[src/verilog/ir_carrier_pkg.sv]
// Constants, types and register map of the infrared carrier generator
package ir_carrier_pkg;

	// ----------------------------------------
	// Clock and timing
	// ----------------------------------------
	localparam int CLK_PERIOD_NS = 50;
	// One counting clock is one oscillator period
	localparam int TICK_NS = 50;
	localparam int TICK_CYCLES = (TICK_NS + CLK_PERIOD_NS - 1) / CLK_PERIOD_NS;
	localparam int CNT_W = 6;
	localparam logic [CNT_W-1:0] CNT_ZERO = 6'h00;
	localparam logic [CNT_W-1:0] CNT_ONE = 6'h01;

	// ----------------------------------------
	// Register indices and byte addresses
	// ----------------------------------------
	localparam logic [7:0] IDX_PRI_HIGH = 8'h10;
	localparam logic [7:0] IDX_PRI_LOW = 8'h11;
	localparam logic [7:0] IDX_SEC_HIGH = 8'h12;
	localparam logic [7:0] IDX_SEC_LOW = 8'h13;
	localparam logic [7:0] IDX_CONTROL = 8'h14;
	localparam logic [7:0] ADDR_PRI_HIGH = {IDX_PRI_HIGH[5:0], 2'h0};
	localparam logic [7:0] ADDR_PRI_LOW = {IDX_PRI_LOW[5:0], 2'h0};
	localparam logic [7:0] ADDR_SEC_HIGH = {IDX_SEC_HIGH[5:0], 2'h0};
	localparam logic [7:0] ADDR_SEC_LOW = {IDX_SEC_LOW[5:0], 2'h0};
	localparam logic [7:0] ADDR_CONTROL = {IDX_CONTROL[5:0], 2'h0};

	// ----------------------------------------
	// Field positions
	// ----------------------------------------
	localparam int LATCH_BIT = 7;
	localparam int CTL_EN_BIT = 0;
	localparam int CTL_BASEBAND_SELECT_BIT = 1;
	localparam int CTL_FSK_BIT = 2;
	localparam int CTL_SEC_BIT = 4;
	localparam int CTL_CAR_BIT = 5;
	localparam int CTL_HALVE_BIT = 6;

	// ----------------------------------------
	// Types
	// ----------------------------------------
	typedef struct packed {
		logic prescale_halve;
		logic fsk_mode;
		logic baseband_select;
		logic module_enable;
	} ctl_t;

	localparam ctl_t CTL_RESET = 4'h0;
	localparam logic LATCH_RESET = 1'b0;

	typedef struct packed {
		logic [CNT_W-1:0] high;
		logic [CNT_W-1:0] low;
	} count_pair_t;

	typedef enum logic [1:0] {
		PH_HIGH = 2'b01,
		PH_LOW = 2'b10
	} phase_t;

endpackage : ir_carrier_pkg

[src/verilog/ir_carrier_generator.sv]
// Carrier generator and output stage of the infrared transmitter
//
// What this block does
// Times carrier phases in oscillator periods, up to 63 counts per phase.
// Holds primary and secondary count sets; time mode uses only primary.
// In shift-keying mode, modulator requests swap count sets without software.
// Baseband select holds the carrier to the modulator continuously high.
// Counting runs only with module enable set and baseband select clear.
// Six-bit up counter compares after each increment with selected count.
// On match the counter clears and compare moves to the other count.
// High match drives carrier low; low match drives it high again.
// Carrier frequency is oscillator over high plus low counts, each 1..63.
// Prescale halve control bit 6 halves the carrier frequency.
// Duty cycle is high count over high plus low counts.
// Enabled, the modulator drives the pin; otherwise the output latch does.
// Output latch is read and written through bit 7 of primary count registers.
// Latch writes land on either bus clock edge, one oscillator period apart.
// Gives the modulator a carrier and accepts a set-switch request.
// Primary high write lands on falling edge, primary low on rising edge.
// Reset clears the latch; count values survive reset.
// Software loads nonzero counts before enabling the generator.
// Count set switches only at a carrier period boundary or while counting is stopped.
//
// Our own choices: register access over APB and the address map.
`timescale 1ns/1ns
module ir_carrier_generator (
	// Clock and reset
	input wire logic pclk,
	input wire logic presetn,
	// APB slave
	input wire logic psel,
	input wire logic penable,
	input wire logic pwrite,
	input wire logic [7:0] paddr,
	input wire logic [31:0] pwdata,
	output logic [31:0] prdata,
	output logic pready,
	output logic pslverr,
	// Modulator side
	input wire logic fsk_switch,
	input wire logic modulator_out,
	output logic carrier_out,
	output logic carrier_period_end,
	output ir_carrier_pkg::ctl_t modulator_control_status,
	// Infrared pin
	output logic ir_out_pin
);
	import ir_carrier_pkg::*;

	// ----------------------------------------
	// Declarations
	// ----------------------------------------
	ctl_t ctl_q, ctl_d;
	count_pair_t pri_q, pri_d, sec_q, sec_d, sel_counts;
	logic latch_q, latch_d;
	logic pend_q, pend_d, pend_val_q, pend_val_d, pend_rise_q, pend_rise_d;
	logic bus_phase_q, bus_phase_d;
	logic div_q, div_d, tick_q, tick_d;
	logic sec_sel_q, sec_sel_d, switch_pend_q, switch_pend_d;
	logic pready_q, pready_d, pslverr_q, pslverr_d;
	logic [31:0] prdata_q, prdata_d;
	logic carrier_q, carrier_d, end_q, end_d, pin_q, pin_d;
	logic run, wr_en, setup, mapped;
	logic tmr_carrier, tmr_end;

	assign run = ctl_q.module_enable && !ctl_q.baseband_select;
	assign setup = psel && !penable;
	assign wr_en = psel && penable && pready_q && pwrite && !pslverr_q;
	assign mapped = (paddr == ADDR_PRI_HIGH) || (paddr == ADDR_PRI_LOW) ||
		(paddr == ADDR_SEC_HIGH) || (paddr == ADDR_SEC_LOW) || (paddr == ADDR_CONTROL);

	// ----------------------------------------
	// APB answer
	// ----------------------------------------
	always_comb begin
		pready_d = setup;
		pslverr_d = setup && !mapped;
		prdata_d = 32'h00000000;
		if (setup && !pwrite) begin
			case (paddr)
				ADDR_PRI_HIGH: prdata_d = {24'h000000, latch_q, 1'b0, pri_q.high};
				ADDR_PRI_LOW: prdata_d = {24'h000000, latch_q, 1'b0, pri_q.low};
				ADDR_SEC_HIGH: prdata_d = {26'h0000000, sec_q.high};
				ADDR_SEC_LOW: prdata_d = {26'h0000000, sec_q.low};
				ADDR_CONTROL: prdata_d = {25'h0000000, ctl_q.prescale_halve,
					tmr_carrier, sec_sel_q, 1'b0, ctl_q.fsk_mode,
					ctl_q.baseband_select, ctl_q.module_enable};
				default: prdata_d = 32'h00000000;
			endcase
		end
	end

	always_ff @(posedge pclk or negedge presetn) begin
		if (!presetn) begin
			pready_q <= 1'b0;
			pslverr_q <= 1'b0;
			prdata_q <= 32'h00000000;
		end else begin
			pready_q <= pready_d;
			pslverr_q <= pslverr_d;
			prdata_q <= prdata_d;
		end
	end

	// ----------------------------------------
	// Count registers
	// ----------------------------------------
	// No reset: software expects counts to survive reset
	always_comb begin
		pri_d = pri_q;
		sec_d = sec_q;
		if (wr_en) begin
			case (paddr)
				ADDR_PRI_HIGH: pri_d.high = pwdata[CNT_W-1:0];
				ADDR_PRI_LOW: pri_d.low = pwdata[CNT_W-1:0];
				ADDR_SEC_HIGH: sec_d.high = pwdata[CNT_W-1:0];
				ADDR_SEC_LOW: sec_d.low = pwdata[CNT_W-1:0];
				default: begin
					pri_d = pri_q;
					sec_d = sec_q;
				end
			endcase
		end
	end

	always_ff @(posedge pclk) begin
		pri_q <= pri_d;
		sec_q <= sec_d;
	end

	// ----------------------------------------
	// Control register
	// ----------------------------------------
	always_comb begin
		ctl_d = ctl_q;
		if (wr_en && (paddr == ADDR_CONTROL)) begin
			ctl_d.module_enable = pwdata[CTL_EN_BIT];
			ctl_d.baseband_select = pwdata[CTL_BASEBAND_SELECT_BIT];
			ctl_d.fsk_mode = pwdata[CTL_FSK_BIT];
			ctl_d.prescale_halve = pwdata[CTL_HALVE_BIT];
		end
	end

	always_ff @(posedge pclk or negedge presetn) begin
		if (!presetn) begin
			ctl_q <= CTL_RESET;
		end else begin
			ctl_q <= ctl_d;
		end
	end

	// ----------------------------------------
	// Output latch
	// ----------------------------------------
	// Bus clock runs at half the oscillator; phase low marks its falling edge
	always_comb begin
		bus_phase_d = !bus_phase_q;
		latch_d = latch_q;
		pend_d = pend_q;
		pend_val_d = pend_val_q;
		pend_rise_d = pend_rise_q;
		if (pend_q && (bus_phase_q == pend_rise_q)) begin
			latch_d = pend_val_q;
			pend_d = 1'b0;
		end
		// A fresh write replaces any write still waiting for its edge
		if (wr_en && ((paddr == ADDR_PRI_HIGH) || (paddr == ADDR_PRI_LOW))) begin
			pend_d = 1'b1;
			pend_val_d = pwdata[LATCH_BIT];
			pend_rise_d = (paddr == ADDR_PRI_LOW);
		end
	end

	always_ff @(posedge pclk or negedge presetn) begin
		if (!presetn) begin
			bus_phase_q <= 1'b0;
			latch_q <= LATCH_RESET;
			pend_q <= 1'b0;
			pend_val_q <= 1'b0;
			pend_rise_q <= 1'b0;
		end else begin
			bus_phase_q <= bus_phase_d;
			latch_q <= latch_d;
			pend_q <= pend_d;
			pend_val_q <= pend_val_d;
			pend_rise_q <= pend_rise_d;
		end
	end

	// ----------------------------------------
	// Counting clock and set selection
	// ----------------------------------------
	always_comb begin
		div_d = run ? !div_q : 1'b0;
		tick_d = run && (!ctl_q.prescale_halve || div_q);
		// A request arriving with the boundary is kept, not lost
		switch_pend_d = switch_pend_q;
		sec_sel_d = sec_sel_q;
		if (tmr_end || !run) begin
			if (!ctl_q.fsk_mode) begin
				sec_sel_d = 1'b0;
				switch_pend_d = 1'b0;
			end else if (switch_pend_q) begin
				sec_sel_d = !sec_sel_q;
				switch_pend_d = 1'b0;
			end
		end
		if (fsk_switch && ctl_q.fsk_mode) begin
			switch_pend_d = 1'b1;
		end
		// New set must already govern the first tick of its period
		sel_counts = sec_sel_d ? sec_q : pri_q;
	end

	always_ff @(posedge pclk or negedge presetn) begin
		if (!presetn) begin
			div_q <= 1'b0;
			tick_q <= 1'b0;
			switch_pend_q <= 1'b0;
			sec_sel_q <= 1'b0;
		end else begin
			div_q <= div_d;
			tick_q <= tick_d;
			switch_pend_q <= switch_pend_d;
			sec_sel_q <= sec_sel_d;
		end
	end

	carrier_timer u_timer (
		.pclk(pclk),
		.presetn(presetn),
		.run(run),
		.tick(tick_q),
		.counts(sel_counts),
		.carrier_q(tmr_carrier),
		.period_end_q(tmr_end),
		.cnt_q(),
		.phase_q()
	);

	// ----------------------------------------
	// Outputs to modulator and pin
	// ----------------------------------------
	always_comb begin
		carrier_d = ctl_q.baseband_select ? 1'b1 : tmr_carrier;
		end_d = tmr_end;
		pin_d = ctl_q.module_enable ? modulator_out : latch_q;
	end

	always_ff @(posedge pclk or negedge presetn) begin
		if (!presetn) begin
			carrier_q <= 1'b1;
			end_q <= 1'b0;
			pin_q <= 1'b0;
		end else begin
			carrier_q <= carrier_d;
			end_q <= end_d;
			pin_q <= pin_d;
		end
	end

	assign prdata = prdata_q;
	assign pready = pready_q;
	assign pslverr = pslverr_q;
	assign carrier_out = carrier_q;
	assign carrier_period_end = end_q;
	assign modulator_control_status = ctl_q;
	assign ir_out_pin = pin_q;
endmodule : ir_carrier_generator

[src/verilog/carrier_timer.sv]
// Six-bit phase counter that times carrier high and low phases
`timescale 1ns/1ns
module carrier_timer (
	// Clock and reset
	input wire logic pclk,
	input wire logic presetn,
	// Control
	input wire logic run,
	input wire logic tick,
	input ir_carrier_pkg::count_pair_t counts,
	// Carrier state
	output logic carrier_q,
	output logic period_end_q,
	output logic [ir_carrier_pkg::CNT_W-1:0] cnt_q,
	output ir_carrier_pkg::phase_t phase_q
);
	import ir_carrier_pkg::*;

	logic [CNT_W-1:0] cnt_d;
	logic [CNT_W-1:0] inc;
	logic [CNT_W-1:0] limit;
	logic carrier_d;
	logic period_end_d;
	phase_t phase_d;

	// ----------------------------------------
	// Counter and phase
	// ----------------------------------------
	always_comb begin
		inc = cnt_q + CNT_ONE;
		limit = (phase_q == PH_HIGH) ? counts.high : counts.low;
		cnt_d = cnt_q;
		phase_d = phase_q;
		carrier_d = carrier_q;
		period_end_d = 1'b0;
		if (!run) begin
			// Idle counter restarts cleanly with a full high phase
			cnt_d = CNT_ZERO;
			phase_d = PH_HIGH;
			carrier_d = 1'b1;
		end else if (tick) begin
			if (inc == limit) begin
				cnt_d = CNT_ZERO;
				case (phase_q)
					PH_HIGH: begin
						phase_d = PH_LOW;
						carrier_d = 1'b0;
					end
					PH_LOW: begin
						phase_d = PH_HIGH;
						carrier_d = 1'b1;
						period_end_d = 1'b1;
					end
					default: begin
						phase_d = PH_HIGH;
						carrier_d = 1'b1;
					end
				endcase
			end else begin
				cnt_d = inc;
			end
		end
	end

	always_ff @(posedge pclk or negedge presetn) begin
		if (!presetn) begin
			cnt_q <= CNT_ZERO;
			phase_q <= PH_HIGH;
			carrier_q <= 1'b1;
			period_end_q <= 1'b0;
		end else begin
			cnt_q <= cnt_d;
			phase_q <= phase_d;
			carrier_q <= carrier_d;
			period_end_q <= period_end_d;
		end
	end
endmodule : carrier_timer

[config.mk]
export PLATFORM = sky130hd
export DESIGN_NAME = ir_carrier_generator
export DESIGN_NICKNAME = d
export VERILOG_FILES = /design/src/verilog/ir_carrier_pkg.sv /design/src/verilog/ir_carrier_generator.sv /design/src/verilog/carrier_timer.sv
export SDC_FILE = /design/constraint.sdc
export NUM_CORES = 1
export LEC_CHECK = 0
export BUFFER_PORTS_ARGS = -buffer_cell sky130_fd_sc_hd__buf_2
export CAP_MARGIN = 40
export CORE_UTILIZATION = 50
export CTS_BUF_LIST = sky130_fd_sc_hd__clkbuf_4 sky130_fd_sc_hd__clkbuf_8 sky130_fd_sc_hd__clkbuf_16
export DETAILED_ROUTE_END_ITERATION = 16
export PLACE_DENSITY = 0.81
export SLEW_MARGIN = 15
export SYNTH_ARGS = -nofsm -noshare
export SYNTH_HDL_FRONTEND = slang
export SYNTH_SLANG_ARGS = --single-unit
[constraint.sdc]
create_clock -name pclk -period 6.95 [get_ports pclk]
set_input_delay 0.695 -clock pclk [delete_from_list [all_inputs] [get_ports pclk]]
set_output_delay 0.695 -clock pclk [all_outputs]
set_load 0.005 [all_outputs]
==> results of run 1 <==
==> cell type report <==
class                      instances  area (um^2)
clock buffer                      10          131
clock inverter                     6         56.3
fill                             442         2060
inverter                          10         37.5
multi-input combinational        165         1070
sequential                        59         1600
tap                               70         87.6
timing repair buffer              44          226
==> cell usage in the layout (no fill, tap or decap), drive strengths merged, types with 2 or more instances in the layout <==
cell and n:
or3 3, mux2 9, a222oi 5, inv 10
nor3 6, nand2 6, conb 24, dfrtp 33
o31ai 3, dfstp 2, mux2i 10, a22oi 7
nand2b 3, or2 2, a21o 3, edfxtp 24
nor2b 2, clkbuf 10, and3 5, o21ai 13
nand4 2, nand3 17, nor4 5, or4 3
a21oi 13, buf 43, xor2 4, clkinv 4
nor2 9
==> power by group through the flow <==
stage / Sequential [mW] / Clock [mW] / Combinational [mW]
detailed placement: 0.371 / 0 / 0.0193
finish: 0.364 / 0.293 / 0.0194
global placement: 0.371 / 0 / 0.0187
global route: 0.364 / 0.316 / 0.0226
floorplan: 0.371 / 0 / 0.0152
CTS: 0.364 / 0.300 / 0.0194
==> flip-flops by register name (all words and copies together) (netlist names), 2 cells and up <==
register / cells
pri_q: 12
sec_q: 12
prdata: 8
u_timer.cnt_q: 6
modulator_control_status: 4
u_timer.phase_q: 2
==> worst reg2reg max path: stages (launching register included) <==
cell	delay, ns
dfstp_2	0.61
nand2b_1	0.43
mux2i_1	0.33
nand3_2	0.10
and3_1	0.21
or4_4	0.52
nor3_1	0.58
o31ai_1	0.18
==> through the flow <==
step,hold WS [ns],cell area [um^2],setup WS [ns],util
final,0.429,3210,3.85,0.609
after floorplan,0.399,2910,4.36,-
after global placement,0.413,2990,3.95,0.568
after detailed placement,0.424,3020,3.89,0.573
after CTS,0.433,3210,3.88,0.609
after global routing,0.448,3210,3.59,0.609
==> kinds of logic after synthesis <==
kind of cell               after synthesis  share of synthesized area
and+or+nand+nor                         66                      0.141
adders and majority gates                1                    0.00443
DFF                                     59                      0.566
AOI/OAI and AO/OA                       50                      0.116
other                                    1                    0.00133
xor gates and xnor gates                 5                     0.0155
buffers and inverters                   37                     0.0842
muxes                                   19                     0.0713
==> path summary, 6_finish.rpt <==
check	depth (start not counted)	slack (ns)	end
max in group asynchronous	1	6.02	modulator_control_status[2]
hold / removal	1	0.43	switch_pend_q
setup reg to reg	7	3.85	u_timer.cnt_q[5]
hold reg to reg	1	0.43	div_q
setup / recovery	7	3.85	u_timer.cnt_q[5]
min in group pclk	1	0.43	div_q
==> metal layers <==
metal	vias to the layer above	wire length, um
met5	-	0
met4	0	181
met1	987	2330
met3	20	420
met2	89	2790
li1	949	-
==> out/results.txt, run 1 <==
Slowest-stage cell, CP: dfstp_2
TNS Setup: 0 ns
Crit path buffers/inverters: 0
Setup Skew: 0.00691 ns
# resized after CTS: 0
Worst EP arrival: 3.29 ns
crit-path cells: nand2b_1 -> mux2i_1 -> nand3_2 -> and3_1 -> or4_4 -> nor3_1 -> o31ai_1
Pint: 536 uW
Num CTS Buffers: 9
WL/cell: 15.7 um
crit path kind: flip-flop to flip-flop
Yosys top cell by area: dfrtp_1
required time of the critical path: 7.14 ns
Post-DP HPWL: 4100 um
clock power share: 0.433
count of cell types in the netlist: 46
I/O pins: 88
Leakage: 1.40 nW
maxcap violations: 0
PD cells: 211 nW/um^2
crit-path max cell delay: 0.61 ns
# nets final: 337
Slew Viols, Final: 0
GP Congestion: 0.896
GR Util met2: 0.336
fin crit share: 0.446
worst-path fanout max: 12
sequential share of power: 0.538
Initial Util: 0.536
Seq/Total Area, Yosys: 0.566
Post-CTS Setup Bufs: 0
Max IR drop VDD: 0.000140 V
Ys Warns: 0
average cell area after synthesis: 11.9 um^2
placed insts: 347
DRT iter0 DRCs: 148
Top Family by Delay on Critical Path: simple AND/OR/NAND/NOR gates
pin count of the biggest net entering global routing: 36
CP Launch Type: flip-flop
Ant. Diodes: 0
routed wire length: 5720 um
CTS tree: built
Post-synth EDFFs: 24
Die Y: 77.2 um
crit path from: u_timer.phase_q[0]
GRT Max-Usage Layer: met2
DR vias/cell: 5.62
share of cells above drive strength 1: 0.269
DR vias: 2,045
DRC errors left: 0
Gate power share: 0.029
Max Buffers Root-to-Sink: 2
Final Power: 677 uW
main flop type after synthesis: dfrtp_1
Post-synth top cells: 33 x dfrtp_1, 24 x buf_4, 24 x edfxtp_1
Yosys reg bits: 59
global-route wire length before repair: 9320 um
Die Wd: 77.2 um
Synth area leaders: dfrtp_1 29%, edfxtp_1 26%, buf_4 6.4%
Slew @ Worst Pin: 0.876 ns
status: finished, final reports clean
Layout Cells excl Fill: 364
Root Buffer Master: clkbuf_8
Port Buffer Count: 39
switch share: 0.208
row cnt: 26
worst skew pair latency: 0.34 ns
clk slew on worst S/H paths: 0.06 ns
Switching Power: 141 uW
initial antenna violation count: 0
crit path capture type: flip-flop
ys async rst share: 0.593
min cycle time layout: 3.10 ns
fmax: 0.323 GHz
synthesis-to-finish area growth: 13.7%
top-area cell type share of the netlist area: 0.292
DRT antenna net count: 0
Final Setup Violations: 0
setup repair after global routing missed its margin: no
cts hold-fix bufs: 0
Mapped Area: 2820 um^2
Cells after Synth: 238
Final Hold Viols: 0
met3 Resource Use GR: 0.0726
aggregate global-route resource usage: 0.212
GRT Residual Overflow: 0
most common cell in the netlist: dfrtp_1
number of global-route vias before repair: 1,963
GR Layer Usage met1: 0.251
drt first pass iters: 5
H-tree Lvls: 3
clock sinks: 59
core box area: 5270 um^2
Worst slew margin: 0.415
worst min path class: input pin to asynchronous set/reset pin
DIE AREA: 5950 um^2
FF-to-FF Start: u_timer.phase_q[0]
Note: power is estimated with default switching activity, not from simulation.
==> run 2: changes to the inputs <==
--- a/config.mk
+++ b/config.mk
@@ -7,10 +7,10 @@
 export LEC_CHECK = 0
 export BUFFER_PORTS_ARGS = -buffer_cell sky130_fd_sc_hd__buf_2
 export CAP_MARGIN = 40
-export CORE_UTILIZATION = 50
+export CORE_UTILIZATION = 46
 export CTS_BUF_LIST = sky130_fd_sc_hd__clkbuf_4 sky130_fd_sc_hd__clkbuf_8 sky130_fd_sc_hd__clkbuf_16
 export DETAILED_ROUTE_END_ITERATION = 16
-export PLACE_DENSITY = 0.81
+export PLACE_DENSITY = 0.79
 export SLEW_MARGIN = 15
 export SYNTH_ARGS = -nofsm -noshare
 export SYNTH_HDL_FRONTEND = slang
==> constraint.sdc (replaced) <==
create_clock -name pclk -period 2.65 [get_ports pclk]
set_input_delay 0.265 -clock pclk [delete_from_list [all_inputs] [get_ports pclk]]
set_output_delay 0.265 -clock pclk [all_outputs]
set_load 0.005 [all_outputs]
==> run 2 against run 1 <==
Final area grew 6.1%. Largest cell class unchanged. Wire length grew 1.7%. Sequential power grew to 2.6 times the previous value. Global-route usage shrank 1.5 points. Maximum frequency grew 20%. Clock skew grew 0.0067 ns. Clock power grew to 2.9 times the previous value. Register-to-register slack lost 3.8 ns.
==> out/results.txt, run 2 (synthesis gave the netlist of run 1 again) <==
Crit path buffers/inverters: 1 (+1)
Slowest-stage cell, CP: dfstp_2
crit path from: u_timer.phase_q[0]
row cnt: 28 (+7.7%)
switch share: 0.206 (-0.00159)
worst skew pair latency: 0.34 ns (about the same)
Pint: 1.48 mW (+180%)
Port Buffer Count: 39 (unchanged)
Post-DP HPWL: 4210 um (+2.6%)
Top Family by Delay on Critical Path: simple AND/OR/NAND/NOR gates
min cycle time layout: 2.58 ns (-0.525 ns)
global-route wire length before repair: 9330 um (about the same)
Slew @ Worst Pin: 0.813 ns (-0.0631 ns)
Core Util, Final: 0.576 (-0.0338)
R2R Setup Slk: 0.07 ns (-3.78 ns)
Max Buffers Root-to-Sink: 2 (unchanged)
Ant. Diodes: 0 (unchanged)
clock power share: 0.458 (+0.025)
Die Y: 80.4 um (+4.1%)
core box area: 5920 um^2 (+12%)
Worst slew margin: 0.452 (+0.0379)
number of global-route vias before repair: 2,005 (+2.1%)
Final Hold Viols: 0 (unchanged)
DRT iter0 DRCs: 181 (+22%)
required time of the critical path: 2.88 ns (-4.26 ns)
GRT Residual Overflow: 0 (unchanged)
Root Buffer Master: clkbuf_8
Final Setup Violations: 0 (unchanged)
WL/cell: 15.1 um (-4.1%)
Slew Viols, Final: 0 (unchanged)
# nets final: 354 (+5.0%)
worst-path fanout max: 5 (-7)
crit-path max cell delay: 0.54 ns (-0.07 ns)
DR vias/cell: 5.42 (-3.5%)
Max IR drop VDD: 0.000365 V (+160%)
Worst EP arrival: 2.80 ns (-0.49 ns)
synthesis-to-finish area growth: 20.7%
Layout Cells excl Fill: 386 (+6.0%)
pin count of the biggest net entering global routing: 36 (unchanged)
Die Wd: 80.4 um (+4.1%)
number of cells on the critical path: 8 (+1)
Gate power share: 0.031 (+0.002)
status: finished, final reports clean
GP Congestion: 0.801 (-11%)
DRC errors left: 0 (unchanged)
most used cell, CP: or4_4
# fillers: 493 (+12%)
aggregate global-route resource usage: 0.197 (-0.0148)
fin crit share: 0.972 (+0.526)
CP Launch Type: flip-flop
Final Power: 1.87 mW (+180%)
Crit Reg-Reg Endpoint: u_timer.phase_q[1]
routed wire length: 5820 um (+1.7%)
clock sinks: 59 (unchanged)
fmax: 0.388 GHz (+20%)
share of cells above drive strength 1: 0.322 (+0.0528)
critical path endpoint: u_timer.phase_q[1]
drt first pass iters: 5 (unchanged)
worst min path class: input pin to flip-flop
I/O pins: 88 (unchanged)
most frequent cells in the layout: 39 x buf_2, 32 x dfrtp_1, 24 x conb_1, 24 x edfxtp_1, 20 x buf_4
Switching Power: 386 uW (+170%)
DIE AREA: 6460 um^2 (+8.5%)
DR vias: 2,092 (+2.3%)
commonest non-fill, non-tap cell in the layout: buf_2
Setup Skew: 0.0136 ns (+0.00673 ns)
clk slew on worst S/H paths: 0.06 ns (about the same)
Initial Util: 0.477 (-0.0589)
H-tree Lvls: 3 (unchanged)
FF-to-FF Start: u_timer.phase_q[0]
placed insts: 367 (+5.8%)
crit path capture type: flip-flop
initial antenna violation count: 0 (unchanged)
Num CTS Buffers: 9 (unchanged)
PD cells: 548 nW/um^2 (+160%)
sequential share of power: 0.511 (-0.027)
maxcap violations: 0 (unchanged)
crit-path cells: nand2b_2 -> buf_4 -> mux2i_1 -> o21ai_1 -> and3_1 -> or4_4 -> or4_4 -> a31o_1
DRT antenna net count: 0 (unchanged)
setup repair after global routing missed its margin: no
CTS tree: built
R2R cell count: 8 (+1)
crit path kind: flip-flop to flip-flop
Leakage: 1.51 nW (+7.7%)
TNS Setup: 0 ns (unchanged)
[run 2: worst min path at each step]
stage          slack [ns]  depth (start not counted)       from     endpoint
2_1_floorplan       -0.03                          0    presetn  bus_phase_q
3_3_place_gp         0.40                          1    presetn  pend_rise_q
3_5_place_dp         0.41                          1    presetn  bus_phase_q
4_1_cts              0.04                          1    presetn  bus_phase_q
5_1_grt              0.14                          1  pwdata[4]     pri_q[4]
6_report             0.14                          1  pwdata[4]     pri_q[4]
[run 2: layout make-up]
class	count	area [um^2]	share of cell area
Inverter	10	37.5	0.0110
Sequential cell	59	1600	0.470
Clock buffer	12	165	0.0485
Timing Repair Buffer	61	383	0.112
Clock inverter	4	47.5	0.0140
Tap cell	75	93.8	0.0275
Multi-Input combinational cell	165	1080	0.317
[run 2: per-stage QoR]
| step | setup WS, ns | hold WS (ns) | area [um^2] |
|---|---|---|---|
| CTS | 0.00491 | 0.0406 | 3360 |
| global route | 0.00362 | 0.136 | 3410 |
| global placement | 0.0164 | 0.396 | 3140 |
| detailed placement | -0.000232 | 0.406 | 3140 |
| finish | 0.0750 | 0.142 | 3410 |
| floorplan | 0.0616 | -0.0306 | 2910 |
[run 2: repair_timing]
action,4_1_cts,5_1_grt
buffers inserted,0,1
hold endpoints to repair,0,15
hold buffers,0,1
pin swaps,0,2
gates resized for setup,1,5
setup endpoints to repair,1,8
[run 2: layer usage]
metal | track usage | up-vias | routed length [um]
met5 | 0 | - | 0
met4 | 0.0893 | 0 | 94
li1 | - | 979 | -
met1 | 0.233 | 1021 | 2430
met2 | 0.331 | 84 | 2980
met3 | 0.0545 | 8 | 323
[run 2: power by group through the flow]
stage / registers [mW] / clock network [mW] / logic, mW
after floorplan: 0.974 / 0 / 0.0398
after global placement: 0.973 / 0 / 0.0508
after detailed placement: 0.973 / 0 / 0.0528
after CTS: 0.955 / 0.872 / 0.0530
after global routing: 0.955 / 0.909 / 0.0690
final: 0.955 / 0.855 / 0.0584
